===== src/ldr_pkg.sv =====
// Holds the constants of the loop diagnostic result register.
// Assumes every user refers to these names as ldr_pkg::name.
package ldr_pkg;
  // ---------------------------------------------------------------
  // Register identity and read command
  // ---------------------------------------------------------------
  localparam logic [7:0] LDR_REG_ID = 8'h37;
  localparam logic [15:0] LDR_READ_CODE = 16'h3700;
  localparam int LDR_REG_W = 20;
  localparam logic [19:0] LDR_RESULT_RESET = 20'h00000;
  // ---------------------------------------------------------------
  // Field positions
  // ---------------------------------------------------------------
  localparam int LDR_BIT_MODE = 19;
  localparam int LDR_BIT_RUN = 18;
  localparam int LDR_BIT_ZERO = 17;
  localparam int LDR_BIT_PRIOR = 16;
  localparam int LDR_BIT_SWITCH = 15;
  localparam int LDR_BIT_PATH = 14;
  localparam int LDR_BIT_ABOVE = 13;
  localparam int LDR_BIT_BELOW = 12;
  localparam int LDR_SEL_HI = 11;
  localparam int LDR_SEL_LO = 8;
  localparam int LDR_BIT_LOOP = 7;
  localparam int LDR_BIT_GROUND = 6;
  localparam int LDR_BIT_BATTERY = 5;
  localparam int LDR_BIT_PIN = 4;
  localparam int LDR_LEAK_HI = 3;
  localparam int LDR_LEAK_LO = 0;
  // ---------------------------------------------------------------
  // Field codes
  // ---------------------------------------------------------------
  localparam logic [3:0] LDR_CH_MAX = 4'h7;
  localparam logic [3:0] LDR_CH_NONE = 4'hf;
  localparam logic [3:0] LDR_TEST_NONE = 4'h0;
  localparam logic [3:0] LDR_TEST_UNUSED = 4'h4;
  localparam logic [3:0] LDR_NIBBLE_ZERO = 4'h0;
  typedef enum logic {
    LDR_IDLE = 1'b0,
    LDR_ANSWER = 1'b1
  } ldr_rd_state_t;
endpackage : ldr_pkg


===== src/ldr_res_if.sv =====
// Carries the assembled result word from the register bank to its read port.
// Assumes one source and one sink on the same clock.
`timescale 1ns/1ps
interface ldr_res_if;
  logic [19:0] result;
  modport src (output result);
  modport snk (input result);
endinterface : ldr_res_if


===== src/ldr_read_port.sv =====
// Holds the read command decoder and the answer register.
// Assumes commands arrive synchronous to clk, one per cycle at most.
`timescale 1ns/1ps
module ldr_read_port (
  input wire logic clk,
  input wire logic reset_n,
  input wire logic cmd_valid,
  input wire logic [15:0] cmd_code,
  ldr_res_if.snk res,
  output logic rsp_valid,
  output logic [19:0] rsp_data,
  output logic cmd_refused
);
  ldr_pkg::ldr_rd_state_t state_q;
  logic refused_q;

  // ---------------------------------------------------------------
  // Command decode
  // ---------------------------------------------------------------
  always_ff @(posedge clk or negedge reset_n) begin
    if (!reset_n) begin
      state_q <= ldr_pkg::LDR_IDLE;
    end else begin
      case (state_q)
        ldr_pkg::LDR_IDLE: begin
          if (cmd_valid && cmd_code == ldr_pkg::LDR_READ_CODE) begin
            state_q <= ldr_pkg::LDR_ANSWER;
          end
        end
        ldr_pkg::LDR_ANSWER: begin
          if (!(cmd_valid && cmd_code == ldr_pkg::LDR_READ_CODE)) begin
            state_q <= ldr_pkg::LDR_IDLE;
          end
        end
        default: begin
          state_q <= ldr_pkg::LDR_IDLE;
        end
      endcase
    end
  end

  // A snapshot is taken so the answer cannot tear if the bank updates mid-frame.
  always_ff @(posedge clk or negedge reset_n) begin
    if (!reset_n) begin
      rsp_data <= ldr_pkg::LDR_RESULT_RESET;
    end else if (cmd_valid && cmd_code == ldr_pkg::LDR_READ_CODE) begin
      rsp_data <= res.result;
    end
  end

  // Any other code, write codes included, has no effect on the bank.
  always_ff @(posedge clk or negedge reset_n) begin
    if (!reset_n) begin
      refused_q <= 1'b0;
    end else begin
      refused_q <= cmd_valid && cmd_code != ldr_pkg::LDR_READ_CODE;
    end
  end

  assign rsp_valid = state_q == ldr_pkg::LDR_ANSWER;
  assign cmd_refused = refused_q;
endmodule : ldr_read_port


===== src/loop_diag_result.sv =====
// Holds the loop diagnostic result register bank and its read answer.
// Assumes the loop diagnostic state machine and the leakage, resistance and
// driver tests drive the event inputs synchronous to clk.
`timescale 1ns/1ps
// Behaviour
// - Register is read only, answered on read code; no write effect exists.
// - Bit 19 gives diagnostic mode, reads zero in low-level mode.
// - Bit 18 is one while a high-level test runs; clears on state reset.
// - Bit 16 flags a fault present before the diagnostic started.
// - Bit 15 set when a high or low FET switches on in diagnostics.
// - Bit 14 gives driver full-path test pass, refreshed on each run.
// - Bit 13 flags resistance above upper threshold, refreshed on each test.
// - Bit 12 flags resistance below lower threshold, refreshed on each test.
// - Low mode: bits 11 to 8 give resistance channel, above seven means none.
// - Bit 7 flags a short between loops.
// - Bit 6 flags a short to ground, from the leakage test only.
// - All fields zero after power-on; a watchdog or system state reset zeroes only fields with no event in that cycle.
// - Bit 5 flags a short to battery, from the leakage test only.
// - Bit 4 gives leakage pin side, zero low side, one high side.
// - Bits 3 to 0 give leakage channel; codes eight upward mean none.
module loop_diag_result (
  input wire logic clk,
  input wire logic reset_n,
  input wire logic system_state_reset,
  input wire logic watchdog_state_reset,
  input wire logic cmd_valid,
  input wire logic [15:0] cmd_code,
  input wire logic [19:0] host_data,
  output logic rsp_valid,
  output logic [19:0] rsp_data,
  output logic cmd_refused,
  input wire logic sm_update,
  input wire logic sm_high_mode,
  input wire logic sm_test_running,
  input wire logic sm_prior_fault,
  input wire logic sm_loop_short,
  input wire logic [3:0] sm_select,
  input wire logic in_diag_state,
  input wire logic high_switch_on,
  input wire logic low_switch_on,
  input wire logic path_test_done,
  input wire logic path_test_pass,
  input wire logic res_test_done,
  input wire logic res_above,
  input wire logic res_below,
  input wire logic leak_done,
  input wire logic leak_ground,
  input wire logic leak_battery,
  input wire logic leak_high_pin,
  input wire logic [3:0] leak_channel
);
  logic clear;
  logic mode_q;
  logic high_test_running_q;
  logic prior_fault_flag_q;
  logic switch_active_flag_q;
  logic driver_path_pass_q;
  logic resistance_above_upper_q;
  logic resistance_below_lower_q;
  logic [3:0] select_q;
  logic loop_short_flag_q;
  logic ground_short_flag_q;
  logic battery_short_flag_q;
  logic leak_pin_side_q;
  logic [3:0] leakage_channel_q;
  logic [19:0] word;

  // Normalises a select code so software never sees an undefined value.
  function automatic logic [3:0] ldr_norm_select(input logic high, input logic [3:0] code);
    if (high) begin
      if (code > ldr_pkg::LDR_CH_MAX || code == ldr_pkg::LDR_TEST_UNUSED) begin
        ldr_norm_select = ldr_pkg::LDR_TEST_NONE;
      end else begin
        ldr_norm_select = code;
      end
    end else if (code > ldr_pkg::LDR_CH_MAX) begin
      ldr_norm_select = ldr_pkg::LDR_CH_NONE;
    end else begin
      ldr_norm_select = code;
    end
  endfunction : ldr_norm_select

  // ---------------------------------------------------------------
  // State machine fields
  // ---------------------------------------------------------------
  // An update in the same cycle as a state reset wins, so no event is lost.
  assign clear = system_state_reset || watchdog_state_reset;

  always_ff @(posedge clk or negedge reset_n) begin
    if (!reset_n) begin
      mode_q <= 1'b0;
      high_test_running_q <= 1'b0;
    end else if (sm_update) begin
      mode_q <= sm_high_mode;
      high_test_running_q <= sm_high_mode && sm_test_running;
    end else if (clear) begin
      mode_q <= 1'b0;
      high_test_running_q <= 1'b0;
    end
  end

  // Fault history fields change only on a state machine update or a state reset.
  always_ff @(posedge clk or negedge reset_n) begin
    if (!reset_n) begin
      prior_fault_flag_q <= 1'b0;
      loop_short_flag_q <= 1'b0;
    end else if (sm_update) begin
      prior_fault_flag_q <= sm_prior_fault;
      loop_short_flag_q <= sm_loop_short;
    end else if (clear) begin
      prior_fault_flag_q <= 1'b0;
      loop_short_flag_q <= 1'b0;
    end
  end

  // A state reset leaves channel zero here, not the none code, so zero is ambiguous.
  always_ff @(posedge clk or negedge reset_n) begin
    if (!reset_n) begin
      select_q <= ldr_pkg::LDR_NIBBLE_ZERO;
    end else if (sm_update) begin
      select_q <= ldr_norm_select(sm_high_mode, sm_select);
    end else if (clear) begin
      select_q <= ldr_pkg::LDR_NIBBLE_ZERO;
    end
  end

  // ---------------------------------------------------------------
  // Switch and driver path fields
  // ---------------------------------------------------------------
  always_ff @(posedge clk or negedge reset_n) begin
    if (!reset_n) begin
      switch_active_flag_q <= 1'b0;
    end else if (in_diag_state && (high_switch_on || low_switch_on)) begin
      switch_active_flag_q <= 1'b1;
    end else if (clear) begin
      switch_active_flag_q <= 1'b0;
    end
  end

  always_ff @(posedge clk or negedge reset_n) begin
    if (!reset_n) begin
      driver_path_pass_q <= 1'b0;
    end else if (path_test_done) begin
      driver_path_pass_q <= path_test_pass;
    end else if (clear) begin
      driver_path_pass_q <= 1'b0;
    end
  end

  // ---------------------------------------------------------------
  // Resistance range fields
  // ---------------------------------------------------------------
  always_ff @(posedge clk or negedge reset_n) begin
    if (!reset_n) begin
      resistance_above_upper_q <= 1'b0;
      resistance_below_lower_q <= 1'b0;
    end else if (res_test_done) begin
      resistance_above_upper_q <= res_above;
      resistance_below_lower_q <= res_below;
    end else if (clear) begin
      resistance_above_upper_q <= 1'b0;
      resistance_below_lower_q <= 1'b0;
    end
  end

  // ---------------------------------------------------------------
  // Leakage fields
  // ---------------------------------------------------------------
  always_ff @(posedge clk or negedge reset_n) begin
    if (!reset_n) begin
      ground_short_flag_q <= 1'b0;
      battery_short_flag_q <= 1'b0;
      leak_pin_side_q <= 1'b0;
      leakage_channel_q <= ldr_pkg::LDR_NIBBLE_ZERO;
    end else if (leak_done) begin
      ground_short_flag_q <= leak_ground;
      battery_short_flag_q <= leak_battery;
      leak_pin_side_q <= leak_high_pin;
      leakage_channel_q <= ldr_norm_select(1'b0, leak_channel);
    end else if (clear) begin
      ground_short_flag_q <= 1'b0;
      battery_short_flag_q <= 1'b0;
      leak_pin_side_q <= 1'b0;
      leakage_channel_q <= ldr_pkg::LDR_NIBBLE_ZERO;
    end
  end

  // ---------------------------------------------------------------
  // Word assembly and read port
  // ---------------------------------------------------------------
  always_comb begin
    word = ldr_pkg::LDR_RESULT_RESET;
    word[ldr_pkg::LDR_BIT_MODE] = mode_q;
    word[ldr_pkg::LDR_BIT_RUN] = high_test_running_q;
    word[ldr_pkg::LDR_BIT_ZERO] = 1'b0;
    word[ldr_pkg::LDR_BIT_PRIOR] = prior_fault_flag_q;
    word[ldr_pkg::LDR_BIT_SWITCH] = switch_active_flag_q;
    word[ldr_pkg::LDR_BIT_PATH] = driver_path_pass_q;
    word[ldr_pkg::LDR_BIT_ABOVE] = resistance_above_upper_q;
    word[ldr_pkg::LDR_BIT_BELOW] = resistance_below_lower_q;
    word[ldr_pkg::LDR_SEL_HI:ldr_pkg::LDR_SEL_LO] = select_q;
    word[ldr_pkg::LDR_BIT_LOOP] = loop_short_flag_q;
    word[ldr_pkg::LDR_BIT_GROUND] = ground_short_flag_q;
    word[ldr_pkg::LDR_BIT_BATTERY] = battery_short_flag_q;
    word[ldr_pkg::LDR_BIT_PIN] = leak_pin_side_q;
    word[ldr_pkg::LDR_LEAK_HI:ldr_pkg::LDR_LEAK_LO] = leakage_channel_q;
  end

  ldr_res_if res_link ();
  assign res_link.result = word;

  // Host data is deliberately left unconnected: nothing it carries is stored.
  ldr_read_port u_read_port (
    .clk(clk),
    .reset_n(reset_n),
    .cmd_valid(cmd_valid),
    .cmd_code(cmd_code),
    .res(res_link.snk),
    .rsp_valid(rsp_valid),
    .rsp_data(rsp_data),
    .cmd_refused(cmd_refused)
  );
endmodule : loop_diag_result


===== config.mk =====
export PLATFORM = sky130hd
export DESIGN_NAME = loop_diag_result
export DESIGN_NICKNAME = d
export VERILOG_FILES = /design/src/ldr_pkg.sv /design/src/ldr_res_if.sv /design/src/ldr_read_port.sv /design/src/loop_diag_result.sv
export SDC_FILE = /design/constraint.sdc
export NUM_CORES = 1
export LEC_CHECK = 0
export ABC_AREA = 1
export BUFFER_PORTS_ARGS = -buffer_cell sky130_fd_sc_hd__clkbuf_2
export CAP_MARGIN = 40
export CORE_ASPECT_RATIO = 1.2
export CORE_MARGIN = 1.5
export CORE_UTILIZATION = 40
export DETAILED_ROUTE_END_ITERATION = 6
export GPL_ROUTABILITY_DRIVEN = 0
export HOLD_SLACK_MARGIN = 0.05
export PLACE_DENSITY = 0.72
export SLEW_MARGIN = 0
export SYNTH_ARGS = -nofsm -noshare
export SYNTH_HDL_FRONTEND = slang
export SYNTH_SLANG_ARGS = --single-unit

===== constraint.sdc =====
create_clock -name clk -period 1.21 [get_ports clk]
set_input_delay 0.0605 -clock clk [delete_from_list [all_inputs] [get_ports clk]]
set_output_delay 0.0605 -clock clk [all_outputs]
set_load 0.01 [all_outputs]

==> impl_results.md, run 1 <==
- Vias in the first global route: 1497
- P per Cell Area: 1120 nW/µm²
- Slew Limit Fails: 0
- Final ANT Viol Nets: 0
- Post-route DRC: 0
- Crit path max fanout: 1
- Share of layout cells above drive strength 1: 29.2%
- Status: completed
- ANT cells: 0
- Fin crit period: 1.17 ns
- Die area: 4660 µm²
- Antenna violations before repair: 0
- Initial Util: roughly 43%
- Total global-route track usage: about 18%
- Htree depth: 2
- Final HPWL DP: 2650 µm
- Cell row count: 25
- Die H: 74.5 µm
- Clock root cell: clkbuf_8
- Core region area: 4000 µm²
- Hold WC Path Type: in2reg
- Syn_nets: 257
- Flop pwr share: about 52%
- Routed via count: between 1.5k and 2k
- Arrival @ worst endpoint: 1.35 ns
- Total wire length: 3850 µm
- First-pass GRT wire length: 6420 µm
- Fmax: 854 MHz
- Max-cap viol count: 0
- Post-synthesis sequential area ratio: 58.8%
- Setup tns final: 0 ns
- Via-per-instance ratio: 4.74
- Area of the multi-input gates: 604 µm²
- Worst path cell trace: dlygate4sd3_1, clkbuf_2, nand2_1, dlygate4sd3_1, nand2_1
- Final setup violation count: 0
- CP delay by family, top: buffers and inverters
- Internal power: 2.13 mW
- Avg Inst Size Synth: approximately 8.9 µm²
- Leakage: 1.36 nW
- Synth Register Bits: 40
- Synth unique cells: 18
- Post-CTS sizing: 0
- Sink Count: 40
- Layout Nets: 349
- Syn Std Cell Area: 1700 µm²
- Synth warnings: 0
- Worst path bufs/invs: 3
- VDD IR max: just under 800 µV
- Largest stage delay, worst path: 0.55 ns
- Max stage delay cell, worst path: dlygate4sd3_1
- Initial DRC count: 42
- RSZ-0062 raised after global routing: false
- Routed WL per cell: between 10 and 15 µm
- CTS tree: built
- Logic pwr share: under 10%
- Required time worst endpoint: 1.39 ns
- Setup Crit Path Kind: in2reg
- Final period util: between 90% and 100%
- CP Launch Type: input port
- Overflow after GRT: 0
- Area Overhead vs Synth: 42.0%
- Biggest regs: u_read_port.rsp_data: 19 flops, leakage_channel_q: 4 flops, select_q: 4 flops
- Crit end category: flip-flop
- Net switching fraction of the power: 21.6%
- Worst-path clk slew: 0.07 ns
- Max FFs per register: 19
- Largest Register: u_read_port.rsp_data
- Clk_skew: 0.00496 ns
- Mapped Cells: 191
- # IOs: 88
- Port buffer count: 66
- PnR Total Power: between 2 and 3 mW
- CTS buffer count: 5
- Pre-Repair DR Iteration Count: 4
- Die Wd: 62.6 µm
- Number of fill cells: around 380
- Largest net degree at the start of global routing: between 40 and 50
- Fin. Hold Viols: 0
- Worst-Skew Late Latency: 0.29 ns
- Clk pwr share: between 30% and 40%
- Max clock buf depth: 2
- Psw: 584 µW
- Seq. cell area: between 1000 and 1500 µm²
## metal layers
metal  vias up  global-route usage [%]  wire [µm]
li1        815                       -          -
met1       732                    18.8       1580
met2        48                    33.7       1990
met3         6                    5.45        207
met4         0                    7.41         71
met5         -                       0          0
## cells in the final DEF, fill, tap and decap left out, drive strengths merged
cell and n:
dlygate4sd3 23, buf 7, nand3b 1, o31ai 1, clkinv 2, nand2 71
a21oi 1, clkbuf 71, nand3 19, dfrtp 40, nand4 20, inv 7
o21ai 8, nor2 11, bufinv 1, conb 1
## path summary, 6_finish.rpt
kind	from	endpoint	slack, ns	cells after the start
worst max register to register	select_q[2]	select_q[2]	0.53	2
min in group asynchronous	reset_n	u_read_port.rsp_data[14]	0.38	3
max in group asynchronous	reset_n	u_read_port.rsp_data[5]	0.49	3
worst max-delay path	res_below	resistance_below_lower_q	0.04	5
worst min register to register	u_read_port.rsp_data[12]	u_read_port.rsp_data[12]	0.47	2
worst min-delay path	low_switch_on	switch_active_flag_q	0.05	3
## cell type report
type	instances	share of cell area, %
Clock buffer	6	3.00
Clock inverter	2	1.45
Inverter	8	1.24
Multi-Input combinational cell	133	25.0
Sequential cell	40	41.4
Tap cell	54	2.79
Timing Repair Buffer	95	25.1
## logic make-up (layout without fill, tap and decap cells)
kind of cell / Yosys count / after routing / synth area share (%)
flip-flops: 40 / 40 / 58.8
AND/OR/NAND/NOR: 122 / 122 / 32.2
other: 1 / 1 / 0.220
AO/OA/AOI/OAI: 10 / 10 / 3.09
buffers and inverters: 18 / 111 / 5.73
## power by group through the flow
stage / clock [mW] / combinational, mW / sequential, mW
6_report: 1.05 / 0.260 / 1.40
3_5_place_dp: 0 / 0.206 / 1.43
4_1_cts: 1.06 / 0.263 / 1.40
3_3_place_gp: 0 / 0.201 / 1.43
5_1_grt: 1.13 / 0.291 / 1.41
2_1_floorplan: 0 / 0.0778 / 1.42
## synth_stat cells
library cell  instances  area, µm²
a21oi_1               1       5.00
buf_2                 3       15.0
buf_4                 3       22.5
buf_6                 2       22.5
clkbuf_1              2       7.51
clkinv_1              1       3.75
conb_1                1       3.75
dfrtp_1              40       1000
inv_1                 7       26.3
nand2_1              71        267
nand3_1              18       90.1
nand3_2               1       10.0
nand3b_1              1       7.51
nand4_1              20        125
nor2_1                8       30.0
nor2_2                3       18.8
o21ai_0               8       40.0
o31ai_1               1       7.51
## per-stage QoR
step	worst slack [ns]	std cells	area [µm²]	hold slack (ns)	utilization, %
final	0.0394	338	2420	0.0465	60.4
after floorplan	0.414	191	1700	-0.235	-
after global placement	0.211	308	2090	0.140	52.1
after global routing	0.00875	338	2420	0.0614	60.4
after detailed placement	0.190	308	2090	0.149	52.1
after CTS	0.0123	339	2420	0.0510	60.5
## worst register-to-register path, delay by kind of cell, from the launching register on
family           cells  cell delay (ns)
AND/OR/NAND/NOR      1             0.09
flip-flops           1             0.39
AO/OA/AOI/OAI        1             0.09
## repair_timing
item,4_1_cts,5_1_grt
endpoints found under the hold margin,57,0
endpoints found under the setup margin,0,1
hold buffers,23,0
buffers inserted,0,0
(Power assumes the default switching activity.)
==> inputs of run 2 (changes only) <==
- PLACE_DENSITY: 0.72 -> 0.75
- clock period: 1.21 -> 1 ns (I/O delays scaled with it)
==> impl_results.md, run 2 (same netlist as run 1, synthesis figures left out) <==
- Cell row count: 25
- Internal power: 2.45 mW
- Htree depth: 2
- Die area: about 4700 µm²
- Crit. Startpoint: u_read_port.rsp_data[10]
- Routed WL per cell: 11.5 µm
- # IOs: 88
- Worst path cell trace: clkbuf_2
- Biggest regs: u_read_port.rsp_data: 19 flops, leakage_channel_q: 4 flops, select_q: 4 flops
- WHS Path Cells: 3
- Status: completed
- Vias in the first global route: approximately 1.5k
- Post-cts hold buffer count: 22
- Fin crit period: 0.861 ns
- Sink Count: 40
- Pre-CTS WS: -0.00388 ns
- # Post-CTS Setup Buffers: 0
- Non-Filler Instances: 338
- CP Launch Type: flip-flop
- Post-route DRC: 0
- Max clock buf depth: 2
- Max FFs per register: 19
- Flop pwr share: 54.3%
- Hold path start: sm_update
- CTS tree: built
- Final ANT Viol Nets: 0
- Via-per-instance ratio: 4.77
- Worst-path clk slew: 0.07 ns
- CP delay by family, top: flip-flops
- Number of fill cells: about 370
- Critical Path Stages: 1
- Worst path bufs/invs: 1
- Fin. Hold Viols: 0
- Most frequent cells in the layout: 71 x nand2_1, 66 x clkbuf_2, 40 x dfrtp_1
- Net switching fraction of the power: a little over a fifth
- Crit end category: output pin
- Largest Register: u_read_port.rsp_data
- Pre-Repair DR Iteration Count: 4
- Initial DRC count: 39
- Core region area: 4000 µm²
- Total global-route track usage: approximately 18%
- Setup Crit Path Kind: reg2out
- Layout Nets: 350
- Post-CTS sizing: 0
- Fmax: 1160 MHz
- Area Overhead vs Synth: 42.2%
- Clk pwr share: 35.4%
- Hold WC Path Type: in2reg
- VDD IR max: 843 µV
- Max-cap viol count: 0
- R2R cell count: 2
- Largest stage delay, worst path: around 0.4 ns
- Share of layout cells above drive strength 1: roughly 30%
- Max stage delay cell, worst path: dfrtp_1
- Placed Cells: 309
- Final setup violation count: 0
- Clk_skew: 0.00376 ns
- Worst-Skew Late Latency: 0.28 ns
- Antenna violations before repair: 0
- Required time worst endpoint: 0.95 ns
- Arrival @ worst endpoint: 0.81 ns
- CTS buffer count: 5
- Largest net degree at the start of global routing: 41
- P per Cell Area: 1290 nW/µm²
- Die H: 74.5 µm
- ANT cells: 0
- Initial Util: between 40% and 50%
- Crit path max fanout: 2
- Clock root cell: clkbuf_8
- Commonest non-fill, non-tap cell in the layout: nand2_1
- Port buffer count: 66
- Total wire length: 3900 µm
- Leakage: ~1.4 nW
- Logic pwr share: 10.3%
- Final period util: 86.1%
- Overflow after GRT: 0
- Die Wd: between 60 and 70 µm
- Final HPWL DP: 2790 µm
- Setup ws final: 0.139 ns
- Slew Limit Fails: 0
- FF-to-FF Start: select_q[1]
- RSZ-0062 raised after global routing: false
- Routed via count: 1613
- First-pass GRT wire length: 6560 µm
- Psw: 681 µW
run 2: cell count changes in the layout (fill, tap and decap cells not counted), sizes merged:
cell / previous run / this run
buf: 7 / 8
dlygate4sd3: 23 / 22
clkinv: 2 / 1
clkbuf: 71 / 73
bufinv: 1 / 0
run 2: cell type report:
type	instances	area (µm²)	share of cell area [%]
sequential	40	1000	41.3
tap	54	67.6	2.79
inverter	8	30.0	1.24
multi-input combinational	133	604	24.9
timing repair buffer	96	623	25.7
clock buffer	7	96.3	3.98
run 2: power groups by stage:
stage | clock network [mW] | registers [mW] | logic, mW
finish | 1.11 | 1.70 | 0.322
global route | 1.20 | 1.71 | 0.364
CTS | 1.13 | 1.70 | 0.324
detailed placement | 0 | 1.73 | 0.257
global placement | 0 | 1.73 | 0.252
floorplan | 0 | 1.72 | 0.0941
run 2: metrics by stage:
stage | hold slack, ns | power (mW) | instance area (µm²) | utilization [%] | setup TNS [ns]
CTS | 0.0502 | 3.16 | 2420 | 60.5 | 0
detailed placement | 0.0357 | 1.99 | 2110 | 52.6 | -0.00427
global route | 0.0713 | 3.27 | 2420 | 60.5 | 0
finish | 0.0507 | 3.13 | 2420 | 60.5 | 0
floorplan | -0.246 | 1.82 | 1700 | - | 0
global placement | 0.0353 | 1.98 | 2110 | 52.6 | 0
run 2: path summary, 6_finish.rpt:
kind	to	slack [ns]
worst max-delay path	rsp_data[10]	0.14
worst max register to register	select_q[1]	0.33
min in group asynchronous	prior_fault_flag_q	0.27
max in group asynchronous	leak_pin_side_q	0.54
worst min register to register	u_read_port.rsp_data[1]	0.47
worst min-delay path	mode_q	0.05
run 2: per-layer routing:
metal  global-route usage (%)  share of wire [%]  vias to the layer above
li1                         -                  -                      816
met5                        0                  0                        -
met2                     32.3                 50                       51
met1                     21.0                 44                      742
met3                     4.24                5.5                        4
met4                     5.93                1.2                        0
==> inputs of run 3 (changes only) <==
- PLACE_DENSITY: 0.75 -> 0.72
- clock period: 1 -> 1.1 ns (I/O delays scaled with it)
==> impl_results.md, run 3 (same netlist as run 1, synthesis figures left out) <==
- Setup ws final: 0.0894 ns
- Hold path start: sm_select[3]
- Max stage delay cell, worst path: dlygate4sd3_1
- Die H: 74.5 µm
- Worst r2r dst: u_read_port.rsp_data[1]
- Initial Util: 42.5%
- CP delay by family, top: buffers and inverters
- Commonest non-fill, non-tap cell in the layout: nand2_1
- Biggest regs: u_read_port.rsp_data: 19 flops, leakage_channel_q: 4 flops, select_q: 4 flops
- CTS tree: built
- WHS: 0.0534 ns
- Worst-path clk slew: 0.07 ns
- # Post-CTS Setup Buffers: 0
- Layout Nets: around 350
- WHS Path Cells: 3
- First-pass GRT wire length: 6760 µm
- Worst-Skew Late Latency: 0.29 ns
- Overflow after GRT: 0
- Initial DRC count: 47
- CP Launch Type: input port
- Internal power: 2.34 mW
- Clk pwr share: about two fifths
- P per Cell Area: 1240 nW/µm²
- Sink Count: 40
- Clk_skew: around 0.008 ns
- Cell row count: 25
- Routed WL per cell: 11.9 µm
- Arrival @ worst endpoint: 1.18 ns
- Largest stage delay, worst path: 0.53 ns
- Status: completed
- Die area: ~4700 µm²
- # IOs: 88
- Share of layout cells above drive strength 1: 30.7%
- Pre-Repair DR Iteration Count: 4
- Post-route DRC: 0
- Pre-CTS WS: 0.0980 ns
- Hold Path End: select_q[3]
- Antenna violations before repair: 0
- Required time worst endpoint: 1.27 ns
- Final ANT Viol Nets: 0
- Psw: 681 µW
- Core region area: 4000 µm²
- Flop pwr share: 51.2%
- Leakage: 1.37 nW
- Final period util: 91.9%
- Max-cap viol count: 0
- Total wire length: 4000 µm
- ANT cells: 0
- Logic pwr share: 9.7%
- Max FFs per register: 19
- Worst path cell trace: dlygate4sd3_1, clkbuf_2, clkinvlp_4, nand3_1, o31ai_2
- Vias in the first global route: 1514
- RSZ-0062 raised after global routing: false
- Max clock buf depth: 2
- Largest net degree at the start of global routing: 41
- Worst path bufs/invs: 3
- Crit path max fanout: 9
- Final setup violation count: 0
- Routed via count: 1593
- CTS buffer count: 5
- R2R cell count: 2
- Crit. Startpoint: sm_update
- R2r setup slk: 0.41 ns
- Core Util, Final: 61.0%
- VDD IR max: 786 µV
- Net switching fraction of the power: 22.5%
- Hold WC Path Type: in2reg
- Final HPWL DP: roughly 2700 µm
- Via-per-instance ratio: 4.73
- Fmax: 990 MHz
- Number of fill cells: roughly 360
- Die Wd: roughly 63 µm
- FF-to-FF Start: leakage_channel_q[1]
- Largest Register: u_read_port.rsp_data
- Most frequent cells in the layout: 71 x nand2_1, 66 x clkbuf_2, 40 x dfrtp_1
- Setup tns final: 0 ns
- Setup Crit Path Kind: in2reg
- Fin crit period: 1.01 ns
- Crit end category: flip-flop
- Port buffer count: 66
- Fin. Hold Viols: 0
- Total global-route track usage: a little under a fifth
- Slew Limit Fails: 0
- Area Overhead vs Synth: 43.4%
- Htree depth: 2
- Clock root cell: clkbuf_8
[run 3: cell count changes in the layout (fill, tap and decap cells not counted), sizes merged]
cell	change
bufinv	+1
clkbuf	-2
dlygate4sd3	-1
clkinvlp	+2
buf	-1
[run 3: repair_timing]
| item | 4_1_cts | 5_1_grt |
|---|---|---|
| setup endpoints to repair | 0 | 4 |
| hold buffers | 21 | 0 |
| hold endpoints to repair | 56 | 0 |
| resized for setup | 0 | 2 |
[run 3: how the worst max path moves through the flow]
stage,to,slack [ns],depth (start not counted)
6_report,select_q[3],0.09,5
4_1_cts,select_q[3],0.03,4
3_3_place_gp,u_read_port.rsp_data[6],0.13,8
2_1_floorplan,u_read_port.rsp_data[0],0.31,7
5_1_grt,select_q[1],0.004,5
3_5_place_dp,u_read_port.rsp_data[1],0.1,8
[run 3: tightest hold or removal path, delay by kind of cell]
kind / cells / cell delay [ns]
buffers and inverters: 2 / 0.18
AOI/OAI and AO/OA: 1 / 0.06
[run 3: through the flow]
stage | instances | power [mW] | area [µm²]
after floorplan | 191 | 1.65 | 1700
after global placement | 308 | 1.80 | 2110
after detailed placement | 308 | 1.81 | 2110
after CTS | 337 | 3.04 | 2430
after global routing | 337 | 3.16 | 2440
final | 337 | 3.02 | 2440
[run 3: area by class of cell]
cell class	count	area, µm²	area share (%)
sequential	40	1000	41.0
inverter	8	33.8	1.38
tap	54	67.6	2.77
clock inverter	3	42.5	1.74
clock buffer	5	68.8	2.82
timing repair buffer	94	618	25.3
multi-input combinational	133	609	25.0
[run 3: metal layers]
metal  global-route usage, %  routed length, µm  up-vias
li1                        -                  -      810
met1                    20.7               1550      722
met2                    34.5               2120       55
met3                    5.14                260        6
met4                    7.41                 63        0
met5                       0                  0        -
[run 3: power groups by stage]
stage	sequential, mW	combinational, mW	clock [mW]
floorplan	1.57	0.0856	0
global placement	1.57	0.227	0
detailed placement	1.57	0.233	0
CTS	1.55	0.293	1.20
global route	1.55	0.328	1.28
finish	1.55	0.294	1.18
